### src/design/pgts_pkg.sv
package pgts_pkg;
   // gate source selection codes
   localparam logic [3:0] GATE_IGNORE = 4'h0;
   localparam logic [3:0] GATE_FPA_HI = 4'h1;
   localparam logic [3:0] GATE_FPA_LO = 4'h2;
   localparam logic [3:0] GATE_FPB_HI = 4'h3;
   localparam logic [3:0] GATE_FPB_LO = 4'h4;
   localparam logic [3:0] GATE_BPA_HI = 4'h5;
   localparam logic [3:0] GATE_BPA_LO = 4'h6;
   localparam logic [3:0] GATE_BPB_HI = 4'h7;
   localparam logic [3:0] GATE_BPB_LO = 4'h8;
   // trigger selection codes
   localparam logic [3:0] TRIG_SOFT = 4'h0;
   localparam logic [3:0] TRIG_FPA_RISE = 4'h1;
   localparam logic [3:0] TRIG_FPA_FALL = 4'h2;
   localparam logic [3:0] TRIG_FPB_RISE = 4'h3;
   localparam logic [3:0] TRIG_FPB_FALL = 4'h4;
   localparam logic [3:0] TRIG_BPA_RISE = 4'h5;
   localparam logic [3:0] TRIG_BPA_FALL = 4'h6;
   localparam logic [3:0] TRIG_BPB_RISE = 4'h7;
   localparam logic [3:0] TRIG_BPB_FALL = 4'h8;
   // reference rate codes
   localparam logic [1:0] REF_OFF = 2'h0;
   localparam logic [1:0] REF_100PPS = 2'h1;
   localparam logic [1:0] REF_10MHZ = 2'h2;
   localparam logic [1:0] REF_1PPS = 2'h3;
   // reference source codes
   localparam logic [1:0] RSRC_FPA = 2'h0;
   localparam logic [1:0] RSRC_FPB = 2'h1;
   localparam logic [1:0] RSRC_BPA = 2'h2;
   localparam logic [1:0] RSRC_BPB = 2'h3;
   // frequency generation modes
   localparam logic [1:0] FGEN_AUTO = 2'h0;
   localparam logic [1:0] FGEN_DDS = 2'h1;
   localparam logic [1:0] FGEN_DDS_DIV = 2'h2;
   // converter code widths and reset values, synchroniser depth and input count
   localparam int DAC_W = 12;
   localparam logic [11:0] THR_RST = 12'h800;
   localparam logic [11:0] HYS_RST = 12'h000;
   localparam int SYNC_STAGES = 2;
   localparam int NUM_IN = 4;
   // input index
   localparam int IN_FPA = 0;
   localparam int IN_FPB = 1;
   localparam int IN_BPA = 2;
   localparam int IN_BPB = 3;
endpackage

### src/design/pgts_gate_trig.sv
`timescale 1ns/1ps
`default_nettype none
module pgts_gate_trig (
   // clock and reset
   input wire logic clk,
   input wire logic rst_n,
   // channel inputs, comparator outputs and routed backplane lines
   input wire logic fp_a_cmp,
   input wire logic fp_b_cmp,
   input wire logic bp_a_in,
   input wire logic bp_b_in,
   // gate and trigger configuration
   input wire logic gate_en,
   input wire logic gate_async,
   input wire logic [3:0] gate_sel,
   input wire logic [3:0] trig_sel,
   // run controls (run_n low means run)
   input wire logic run_n,
   input wire logic out_en,
   // pulse generator status
   input wire logic pulse_active,
   // reference configuration
   input wire logic [1:0] ref_rate_sel,
   input wire logic [1:0] ref_src_sel,
   // front input thresholds
   input wire logic [11:0] thr_a_set,
   input wire logic [11:0] thr_b_set,
   input wire logic [11:0] hys_set,
   input wire logic dac_direct,
   input wire logic [11:0] dac_a_code,
   input wire logic [11:0] dac_b_code,
   input wire logic thr_load,
   // frequency generation mode
   input wire logic [1:0] fgen_mode_sel,
   // outputs to pulse channel
   output logic pulse_channel_trig,
   output logic pulse_channel_gate,
   output logic pulse_channel_run,
   // reference outputs
   output logic ref_en,
   output logic [1:0] ref_rate,
   output logic ref_clk,
   // converter codes
   output logic [11:0] dac_a,
   output logic [11:0] dac_b,
   output logic [11:0] dac_hys,
   // frequency path selection
   output logic dds_only,
   output logic dds_div
);
   logic [pgts_pkg::NUM_IN-1:0] raw_in;
   logic [pgts_pkg::NUM_IN-1:0] s_in;
   logic [pgts_pkg::NUM_IN-1:0] prev_reg;
   logic run_reg;
   logic gate_reg, gate_next;
   logic trig_reg, trig_next;
   logic chrun_reg, chrun_next;
   logic ref_en_reg, ref_clk_reg;
   logic [1:0] ref_rate_reg;
   logic [11:0] dac_a_reg, dac_b_reg, hys_reg;
   logic dds_only_reg, dds_div_reg;

   // both front comparator pins and both backplane lines, one bit each
   assign raw_in = {bp_b_in, bp_a_in, fp_b_cmp, fp_a_cmp};

   pgts_sync u_sync (
      .clk(clk),
      .rst_n(rst_n),
      .async_in(raw_in),
      .sync_out(s_in)
   );

   wire [pgts_pkg::NUM_IN-1:0] rise = s_in & ~prev_reg;
   wire [pgts_pkg::NUM_IN-1:0] fall = ~s_in & prev_reg;
   wire run_cmd = ~run_n & out_en;

   function automatic logic level_ok(input logic [3:0] sel, input logic [pgts_pkg::NUM_IN-1:0] lv);
      unique case (sel)
         pgts_pkg::GATE_FPA_HI: level_ok = lv[pgts_pkg::IN_FPA];
         pgts_pkg::GATE_FPA_LO: level_ok = ~lv[pgts_pkg::IN_FPA];
         pgts_pkg::GATE_FPB_HI: level_ok = lv[pgts_pkg::IN_FPB];
         pgts_pkg::GATE_FPB_LO: level_ok = ~lv[pgts_pkg::IN_FPB];
         pgts_pkg::GATE_BPA_HI: level_ok = lv[pgts_pkg::IN_BPA];
         pgts_pkg::GATE_BPA_LO: level_ok = ~lv[pgts_pkg::IN_BPA];
         pgts_pkg::GATE_BPB_HI: level_ok = lv[pgts_pkg::IN_BPB];
         pgts_pkg::GATE_BPB_LO: level_ok = ~lv[pgts_pkg::IN_BPB];
         default: level_ok = 1'b1;
      endcase
   endfunction

   wire gate_open = ~gate_en | level_ok(gate_sel, s_in);
   // synchronous mode holds gate open while a pulse is in progress
   assign gate_next = gate_open | (~gate_async & gate_reg & pulse_active);

   wire edge_hit =
      (trig_sel == pgts_pkg::TRIG_FPA_RISE && rise[pgts_pkg::IN_FPA]) ||
      (trig_sel == pgts_pkg::TRIG_FPA_FALL && fall[pgts_pkg::IN_FPA]) ||
      (trig_sel == pgts_pkg::TRIG_FPB_RISE && rise[pgts_pkg::IN_FPB]) ||
      (trig_sel == pgts_pkg::TRIG_FPB_FALL && fall[pgts_pkg::IN_FPB]) ||
      (trig_sel == pgts_pkg::TRIG_BPA_RISE && rise[pgts_pkg::IN_BPA]) ||
      (trig_sel == pgts_pkg::TRIG_BPA_FALL && fall[pgts_pkg::IN_BPA]) ||
      (trig_sel == pgts_pkg::TRIG_BPB_RISE && rise[pgts_pkg::IN_BPB]) ||
      (trig_sel == pgts_pkg::TRIG_BPB_FALL && fall[pgts_pkg::IN_BPB]);
   wire soft_hit = (trig_sel == pgts_pkg::TRIG_SOFT) && run_cmd && !run_reg;
   assign trig_next = run_cmd & (soft_hit | edge_hit);
   assign chrun_next = run_cmd;

   always_ff @(posedge clk or negedge rst_n) begin
      if (!rst_n) begin
         prev_reg <= '0;
         run_reg <= 1'b0;
         gate_reg <= 1'b1;
         trig_reg <= 1'b0;
         chrun_reg <= 1'b0;
      end else begin
         prev_reg <= s_in;
         run_reg <= run_cmd;
         gate_reg <= gate_next;
         trig_reg <= trig_next;
         chrun_reg <= chrun_next;
      end
   end

   // reference enable, rate and source
   always_ff @(posedge clk or negedge rst_n) begin
      if (!rst_n) begin
         ref_en_reg <= 1'b0;
         ref_rate_reg <= pgts_pkg::REF_OFF;
         ref_clk_reg <= 1'b0;
      end else begin
         ref_en_reg <= (ref_rate_sel != pgts_pkg::REF_OFF);
         ref_rate_reg <= ref_rate_sel;
         ref_clk_reg <= (ref_rate_sel != pgts_pkg::REF_OFF) & s_in[ref_src_sel];
      end
   end

   // threshold codes, loaded on request
   always_ff @(posedge clk or negedge rst_n) begin
      if (!rst_n) begin
         dac_a_reg <= pgts_pkg::THR_RST;
         dac_b_reg <= pgts_pkg::THR_RST;
         hys_reg <= pgts_pkg::HYS_RST;
      end else if (thr_load) begin
         dac_a_reg <= dac_direct ? dac_a_code : thr_a_set;
         dac_b_reg <= dac_direct ? dac_b_code : thr_b_set;
         hys_reg <= hys_set;
      end
   end

   // frequency path: auto leaves both selects low
   always_ff @(posedge clk or negedge rst_n) begin
      if (!rst_n) begin
         dds_only_reg <= 1'b0;
         dds_div_reg <= 1'b0;
      end else begin
         dds_only_reg <= (fgen_mode_sel == pgts_pkg::FGEN_DDS);
         dds_div_reg <= (fgen_mode_sel == pgts_pkg::FGEN_DDS_DIV);
      end
   end

   assign pulse_channel_trig = trig_reg;
   assign pulse_channel_gate = gate_reg;
   assign pulse_channel_run = chrun_reg;
   assign ref_en = ref_en_reg;
   assign ref_rate = ref_rate_reg;
   assign ref_clk = ref_clk_reg;
   assign dac_a = dac_a_reg;
   assign dac_b = dac_b_reg;
   assign dac_hys = hys_reg;
   assign dds_only = dds_only_reg;
   assign dds_div = dds_div_reg;

   // assertions
   property p_ignore_open;
      @(posedge clk) disable iff (!rst_n)
      (gate_sel == pgts_pkg::GATE_IGNORE || !gate_en) |=> pulse_channel_gate;
   endproperty
   a_ignore_open: assert property (p_ignore_open) else $error("gate closed while ignored");

   property p_fpa_hi;
      @(posedge clk) disable iff (!rst_n)
      (gate_en && gate_async && gate_sel == pgts_pkg::GATE_FPA_HI) |=> (pulse_channel_gate == $past(s_in[0]));
   endproperty
   a_fpa_hi: assert property (p_fpa_hi) else $error("front A high gate wrong");

   property p_bpb_lo;
      @(posedge clk) disable iff (!rst_n)
      (gate_en && gate_async && gate_sel == pgts_pkg::GATE_BPB_LO) |=> (pulse_channel_gate == !$past(s_in[3]));
   endproperty
   a_bpb_lo: assert property (p_bpb_lo) else $error("backplane B low gate wrong");

   property p_soft;
      @(posedge clk) disable iff (!rst_n)
      (trig_sel == pgts_pkg::TRIG_SOFT && run_cmd && !run_reg) |=> pulse_channel_trig;
   endproperty
   a_soft: assert property (p_soft) else $error("soft trigger missed");

   property p_fpa_rise;
      @(posedge clk) disable iff (!rst_n)
      (trig_sel == pgts_pkg::TRIG_FPA_RISE && run_cmd && s_in[0] && !prev_reg[0]) |=> pulse_channel_trig;
   endproperty
   a_fpa_rise: assert property (p_fpa_rise) else $error("front A rise missed");

   property p_bpa_fall;
      @(posedge clk) disable iff (!rst_n)
      (trig_sel == pgts_pkg::TRIG_BPA_FALL && run_cmd && !s_in[2] && prev_reg[2]) |=> pulse_channel_trig;
   endproperty
   a_bpa_fall: assert property (p_bpa_fall) else $error("backplane A fall missed");

   property p_no_trig_idle;
      @(posedge clk) disable iff (!rst_n)
      !run_cmd |=> !pulse_channel_trig;
   endproperty
   a_no_trig_idle: assert property (p_no_trig_idle) else $error("trigger while not running");

   property p_sync_hold;
      @(posedge clk) disable iff (!rst_n)
      (!gate_async && pulse_channel_gate && pulse_active) |=> pulse_channel_gate;
   endproperty
   a_sync_hold: assert property (p_sync_hold) else $error("sync gate cut a pulse");

   property p_ref_off;
      @(posedge clk) disable iff (!rst_n)
      (ref_rate_sel == pgts_pkg::REF_OFF) |=> (!ref_en && !ref_clk);
   endproperty
   a_ref_off: assert property (p_ref_off) else $error("reference active while off");

   property p_sync_lat;
      @(posedge clk) disable iff (!rst_n)
      $rose(bp_a_in) ##1 bp_a_in ##1 bp_a_in |-> s_in[2];
   endproperty
   a_sync_lat: assert property (p_sync_lat) else $error("synchroniser latency wrong");

   property p_fpb_lo;
      @(posedge clk) disable iff (!rst_n)
      (gate_en && gate_async && gate_sel == pgts_pkg::GATE_FPB_LO) |=> (pulse_channel_gate == !$past(s_in[1]));
   endproperty
   a_fpb_lo: assert property (p_fpb_lo) else $error("front B low gate wrong");

   property p_bpa_hi;
      @(posedge clk) disable iff (!rst_n)
      (gate_en && gate_async && gate_sel == pgts_pkg::GATE_BPA_HI) |=> (pulse_channel_gate == $past(s_in[2]));
   endproperty
   a_bpa_hi: assert property (p_bpa_hi) else $error("backplane A high gate wrong");

   property p_fpb_fall;
      @(posedge clk) disable iff (!rst_n)
      (trig_sel == pgts_pkg::TRIG_FPB_FALL && run_cmd && !s_in[1] && prev_reg[1]) |=> pulse_channel_trig;
   endproperty
   a_fpb_fall: assert property (p_fpb_fall) else $error("front B fall missed");

   property p_bpa_rise;
      @(posedge clk) disable iff (!rst_n)
      (trig_sel == pgts_pkg::TRIG_BPA_RISE && run_cmd && s_in[2] && !prev_reg[2]) |=> pulse_channel_trig;
   endproperty
   a_bpa_rise: assert property (p_bpa_rise) else $error("backplane A rise missed");

   property p_bpb_fall;
      @(posedge clk) disable iff (!rst_n)
      (trig_sel == pgts_pkg::TRIG_BPB_FALL && run_cmd && !s_in[3] && prev_reg[3]) |=> pulse_channel_trig;
   endproperty
   a_bpb_fall: assert property (p_bpb_fall) else $error("backplane B fall missed");

   property p_run_follow;
      @(posedge clk) disable iff (!rst_n)
      1'b1 |=> (pulse_channel_run == $past(run_cmd));
   endproperty
   a_run_follow: assert property (p_run_follow) else $error("run output not following run and enable");

   property p_async_close;
      @(posedge clk) disable iff (!rst_n)
      (gate_en && gate_async && pulse_active && gate_sel == pgts_pkg::GATE_FPA_HI && !s_in[0])
         |=> !pulse_channel_gate;
   endproperty
   a_async_close: assert property (p_async_close) else $error("async gate held open by a pulse");

   property p_ref_on;
      @(posedge clk) disable iff (!rst_n)
      (ref_rate_sel != pgts_pkg::REF_OFF) |=> (ref_en && ref_rate == $past(ref_rate_sel));
   endproperty
   a_ref_on: assert property (p_ref_on) else $error("reference rate not taken");

   property p_ref_src;
      @(posedge clk) disable iff (!rst_n)
      (ref_rate_sel != pgts_pkg::REF_OFF) |=> (ref_clk == $past(s_in[ref_src_sel]));
   endproperty
   a_ref_src: assert property (p_ref_src) else $error("reference source wrong");

   property p_thr_hold;
      @(posedge clk) disable iff (!rst_n)
      !thr_load |=> ($stable(dac_a) && $stable(dac_b) && $stable(dac_hys));
   endproperty
   a_thr_hold: assert property (p_thr_hold) else $error("converter code changed without load");

   property p_fgen_auto;
      @(posedge clk) disable iff (!rst_n)
      (fgen_mode_sel == pgts_pkg::FGEN_AUTO) |=> (!dds_only && !dds_div);
   endproperty
   a_fgen_auto: assert property (p_fgen_auto) else $error("auto mode selected a fixed path");
endmodule // pgts_gate_trig
`default_nettype wire

### src/design/pgts_sync.sv
`timescale 1ns/1ps
`default_nettype none
module pgts_sync (
   // clock and reset
   input wire logic clk,
   input wire logic rst_n,
   // data
   input wire logic [pgts_pkg::NUM_IN-1:0] async_in,
   output logic [pgts_pkg::NUM_IN-1:0] sync_out
);
   logic [pgts_pkg::NUM_IN-1:0] meta_reg;
   logic [pgts_pkg::NUM_IN-1:0] sync_reg;

   // two-stage synchroniser per input
   always_ff @(posedge clk or negedge rst_n) begin
      if (!rst_n) begin
         meta_reg <= '0;
         sync_reg <= '0;
      end else begin
         meta_reg <= async_in;
         sync_reg <= meta_reg;
      end
   end

   assign sync_out = sync_reg;
endmodule // pgts_sync
`default_nettype wire

### config.mk
export PLATFORM = sky130hd
export DESIGN_NAME = pgts_gate_trig
export DESIGN_NICKNAME = d
export VERILOG_FILES = /design/src/design/pgts_pkg.sv /design/src/design/pgts_gate_trig.sv /design/src/design/pgts_sync.sv
export SDC_FILE = /design/constraint.sdc
export NUM_CORES = 1
export LEC_CHECK = 0
export ABC_AREA = 1
export BUFFER_PORTS_ARGS = -buffer_cell sky130_fd_sc_hd__buf_2
export CAP_MARGIN = 20
export CORE_MARGIN = 10
export CORE_UTILIZATION = 48
export CTS_BUF_LIST = sky130_fd_sc_hd__clkbuf_16
export CTS_CLUSTER_SIZE = 28
export DETAILED_ROUTE_END_ITERATION = 8
export PLACE_DENSITY_LB_ADDON = 0.12
export REMOVE_ABC_BUFFERS = 1
export SLEW_MARGIN = 10
export SYNTH_ARGS = -nofsm -noshare
export SYNTH_HDL_FRONTEND = slang
export SYNTH_SLANG_ARGS = --single-unit
### constraint.sdc
create_clock -name clk -period 1.7 [get_ports clk]
set_input_delay 0.34 -clock clk [delete_from_list [all_inputs] [get_ports clk]]
set_output_delay 0.34 -clock clk [all_outputs]
set_load 0.05 [all_outputs]
==> impl_metrics.py <==
metrics = {
    "sta": {
        "slew_violations": 0,
        "setup_tns_ns": 0,
        "fin_skew_ns": 0.00362,
        "worst_slack_ns": 0.254,
        "setup_viol_count_final": 0,
        "fmaxAchievable_mhz": 692,
        "hold_ws_ns": 0.121,
        "period_share_pct": 85.0,
        "worst_pin_slew_ns": 0.350,
        "layout_min_cycle_time_ns": 1.45,
        "rsz0062_at_grt": "no",
        "hold_viol_final": 0,
        "timing.slew.headroom_pct": 76.6,
    },
    "final_layout": {
        "fin_util_pct": 70.8,
        "syn_to_final_growth_pct": 43.9,
        "num-fill-cells": 406,
        "drive_above_1_share_pct": 42.9,
        "fin_nets": 478,
        "final_cells": 466,
        "diodes": 0,
        "final_cell_area_mm2": 0.00357,
        "multi_input_area_um2": 867,
        "ff_latch_area_mm2": 0.00143,
    },
    "placement": {
        "post_dp_cell_area_mm2": 0.00319,
        "dp_cells": 449,
        "hpwl_um": 5220,
        "place_congestion": 0.757,
        "preCtsSetupSlack_ns": 0.436,
        "portBuffers": 131,
    },
    "yosys": {
        "ys_types": 20,
        "synth_area_leaders": "dfrtp_1, nand2_1, mux2_4",
        "synth_top_cell_area_share_pct": 54.5,
        "syn-cell-area_mm2": 0.00248,
        "post-synth-top-count-cell": "nand2_1",
        "ys_seq_elements": 57,
        "async_flop_share_pct": 100,
        "synth_top_area_cell": "dfrtp_1",
        "avgSynthCellArea_um2": 9.69,
        "synth_commonest_cells": "nand2_1, dfrtp_1, nor2_1",
        "synth-seq-area-share_pct": 57.7,
        "synth_edf_count": 0,
        "ys_dominant_reg_cell": "dfrtp_1",
        "ys_warn_count": 0,
        "netlist_instances": 256,
    },
    "power_and_ir_drop": {
        "p_int_mw": 3.32,
        "peakVddDrop_v": 0.000801,
        "pwr-share-seq_pct": 33.5,
        "power_per_cell_area_mw_per_mm2": 1290,
        "leakage_nw": 1.90,
        "p_sw_mw": 1.28,
        "p_total_mw": 4.60,
        "switching_share_pct": 27.9,
        "combinationalPowerShare_pct": 18.7,
        "p_clk_share_pct": 47.8,
    },
    "detailed_routing": {
        "drtIter0Drc": 84,
        "antenna_left": 0,
        "route.detailed.drc": 0,
        "drt-met1-wl_um": 2810,
        "viasPerCell": 4.65,
        "met2_length_um": 3270,
        "wl_per_cell_um": 14.8,
        "wirelength_um": 6890,
        "wl_met3_um": 728,
        "vias": 2169,
        "routed.top_layer": "met4",
        "first_pass_iters": 4,
    },
    "clocking": {
        "tritoncts": "built",
        "cts.reportedPaths.clkPinSlew_ns": 0.05,
        "cts_buffer_depth": 2,
        "numCtsBuffers": 9,
        "postCtsSetupBuffers": 0,
        "clockRootBuffer": "clkbuf_16",
        "clock_sinks": 57,
        "cts_resized": 0,
        "insertion_delay_ns": 0.32,
        "htree_levels": 3,
    },
    "worst_setup_path": {
        "end_kind": "output pin",
        "crit_cells": 1,
        "crit_arrival_ns": 1.11,
        "cp_top_family": "flip-flops",
        "slowest_delay_ns": 0.53,
        "worstSetupPathType": "reg -> out",
        "crit_buf_inv": 1,
        "path_max_fanout": 2,
        "critical-path-slowest-cell": "dfstp_2",
        "cp.required_ns": 1.36,
        "startpoint_type": "flop",
        "reg2regPathDepth": 8,
        "worstPathCellList": "buf_2",
    },
    "worst_hold_path": {
        "hold_path_depth": 1,
        "hold_class": "in -> reg",
    },
    "floorplan": {
        "dieArea_mm2": 0.00844,
        "ios": 132,
        "fp.dieH_um": 91.9,
        "fp.dieW_um": 91.9,
        "core_region_area_mm2": 0.00504,
        "initial_core_util_pct": 49.2,
        "num_rows": 26,
    },
    "outcome": {
        "run_status": "complete, no violations",
    },
    "global_routing": {
        "grt_pass1_vias": 2325,
        "grt.total_usage_pct": 16.6,
        "grt.overflow.total": 0,
        "grt_pass1_wl_um": 11200,
        "grt_max_degree": 45,
        "antenna_found_initial": 0,
    },
    "flow_run": {
        "maxCapViolations": 0,
    },
}
==> metal layers <==
metal / global-route usage, % / vias up
met5: 0 / -
met4: 6.56 / 0
met3: 9.13 / 9
met2: 26.4 / 85
met1: 18.1 / 980
li1: - / 1095
==> final timing paths <==
kind	startpoint	end	slack (ns)
min in group asynchronous	rst_n	dds_div	0.46
max reg2reg	u_sync.sync_out[1]	pulse_channel_trig	0.68
min reg2reg	u_sync.meta_reg[2]	u_sync.sync_out[2]	0.35
max in group asynchronous	rst_n	dac_a[11]	0.64
min	bp_a_in	u_sync.meta_reg[2]	0.12
max	dac_b[11]	dac_b[11]	0.25
==> kinds of logic (layout without fill, tap and decap cells) <==
group / after synthesis / after routing / share of synthesized area [%]
AO/OA/AOI/OAI: 28 / 28 / 7.06
multiplexers: 12 / 12 / 7.27
AND/OR/NAND/NOR: 125 / 125 / 20.6
flip-flops: 57 / 57 / 57.7
buffers and inverters: 34 / 174 / 7.37
==> power by group through the flow <==
stage	sequential [mW]	clock, mW	combinational, mW
after floorplan	1.92	0	0.174
after global placement	1.56	0	0.856
after detailed placement	1.56	0	0.871
after CTS	1.54	2.24	0.872
after global routing	1.56	2.32	0.921
final	1.54	2.20	0.860
==> what timing repair did <==
item | in CTS | in global routing
endpoints found under the hold margin | 12 | 0
hold buffers | 1 | 0
endpoints found under the setup margin | 0 | 0
==> layout make-up <==
type,instances,share of cell area [%]
clock inverters,7,4.00
inverters,22,2.35
well taps,70,2.45
flip-flops and latches,57,40.1
repair buffers,136,20.5
multi-input cells,165,24.3
clock buffers,9,6.31
==> cells in the final DEF, fill, tap and decap left out, types with 4 or more instances in the layout <==
master and instances:
nand3_1 8, nand2_1 72, nor2_1 39, clkbuf_16 9, dfrtp_1 54, bufinv_16 4
a31oi_1 24, mux2_4 12, buf_2 131, inv_1 19
No activity file was read; power rests on OpenSTA's default activity.
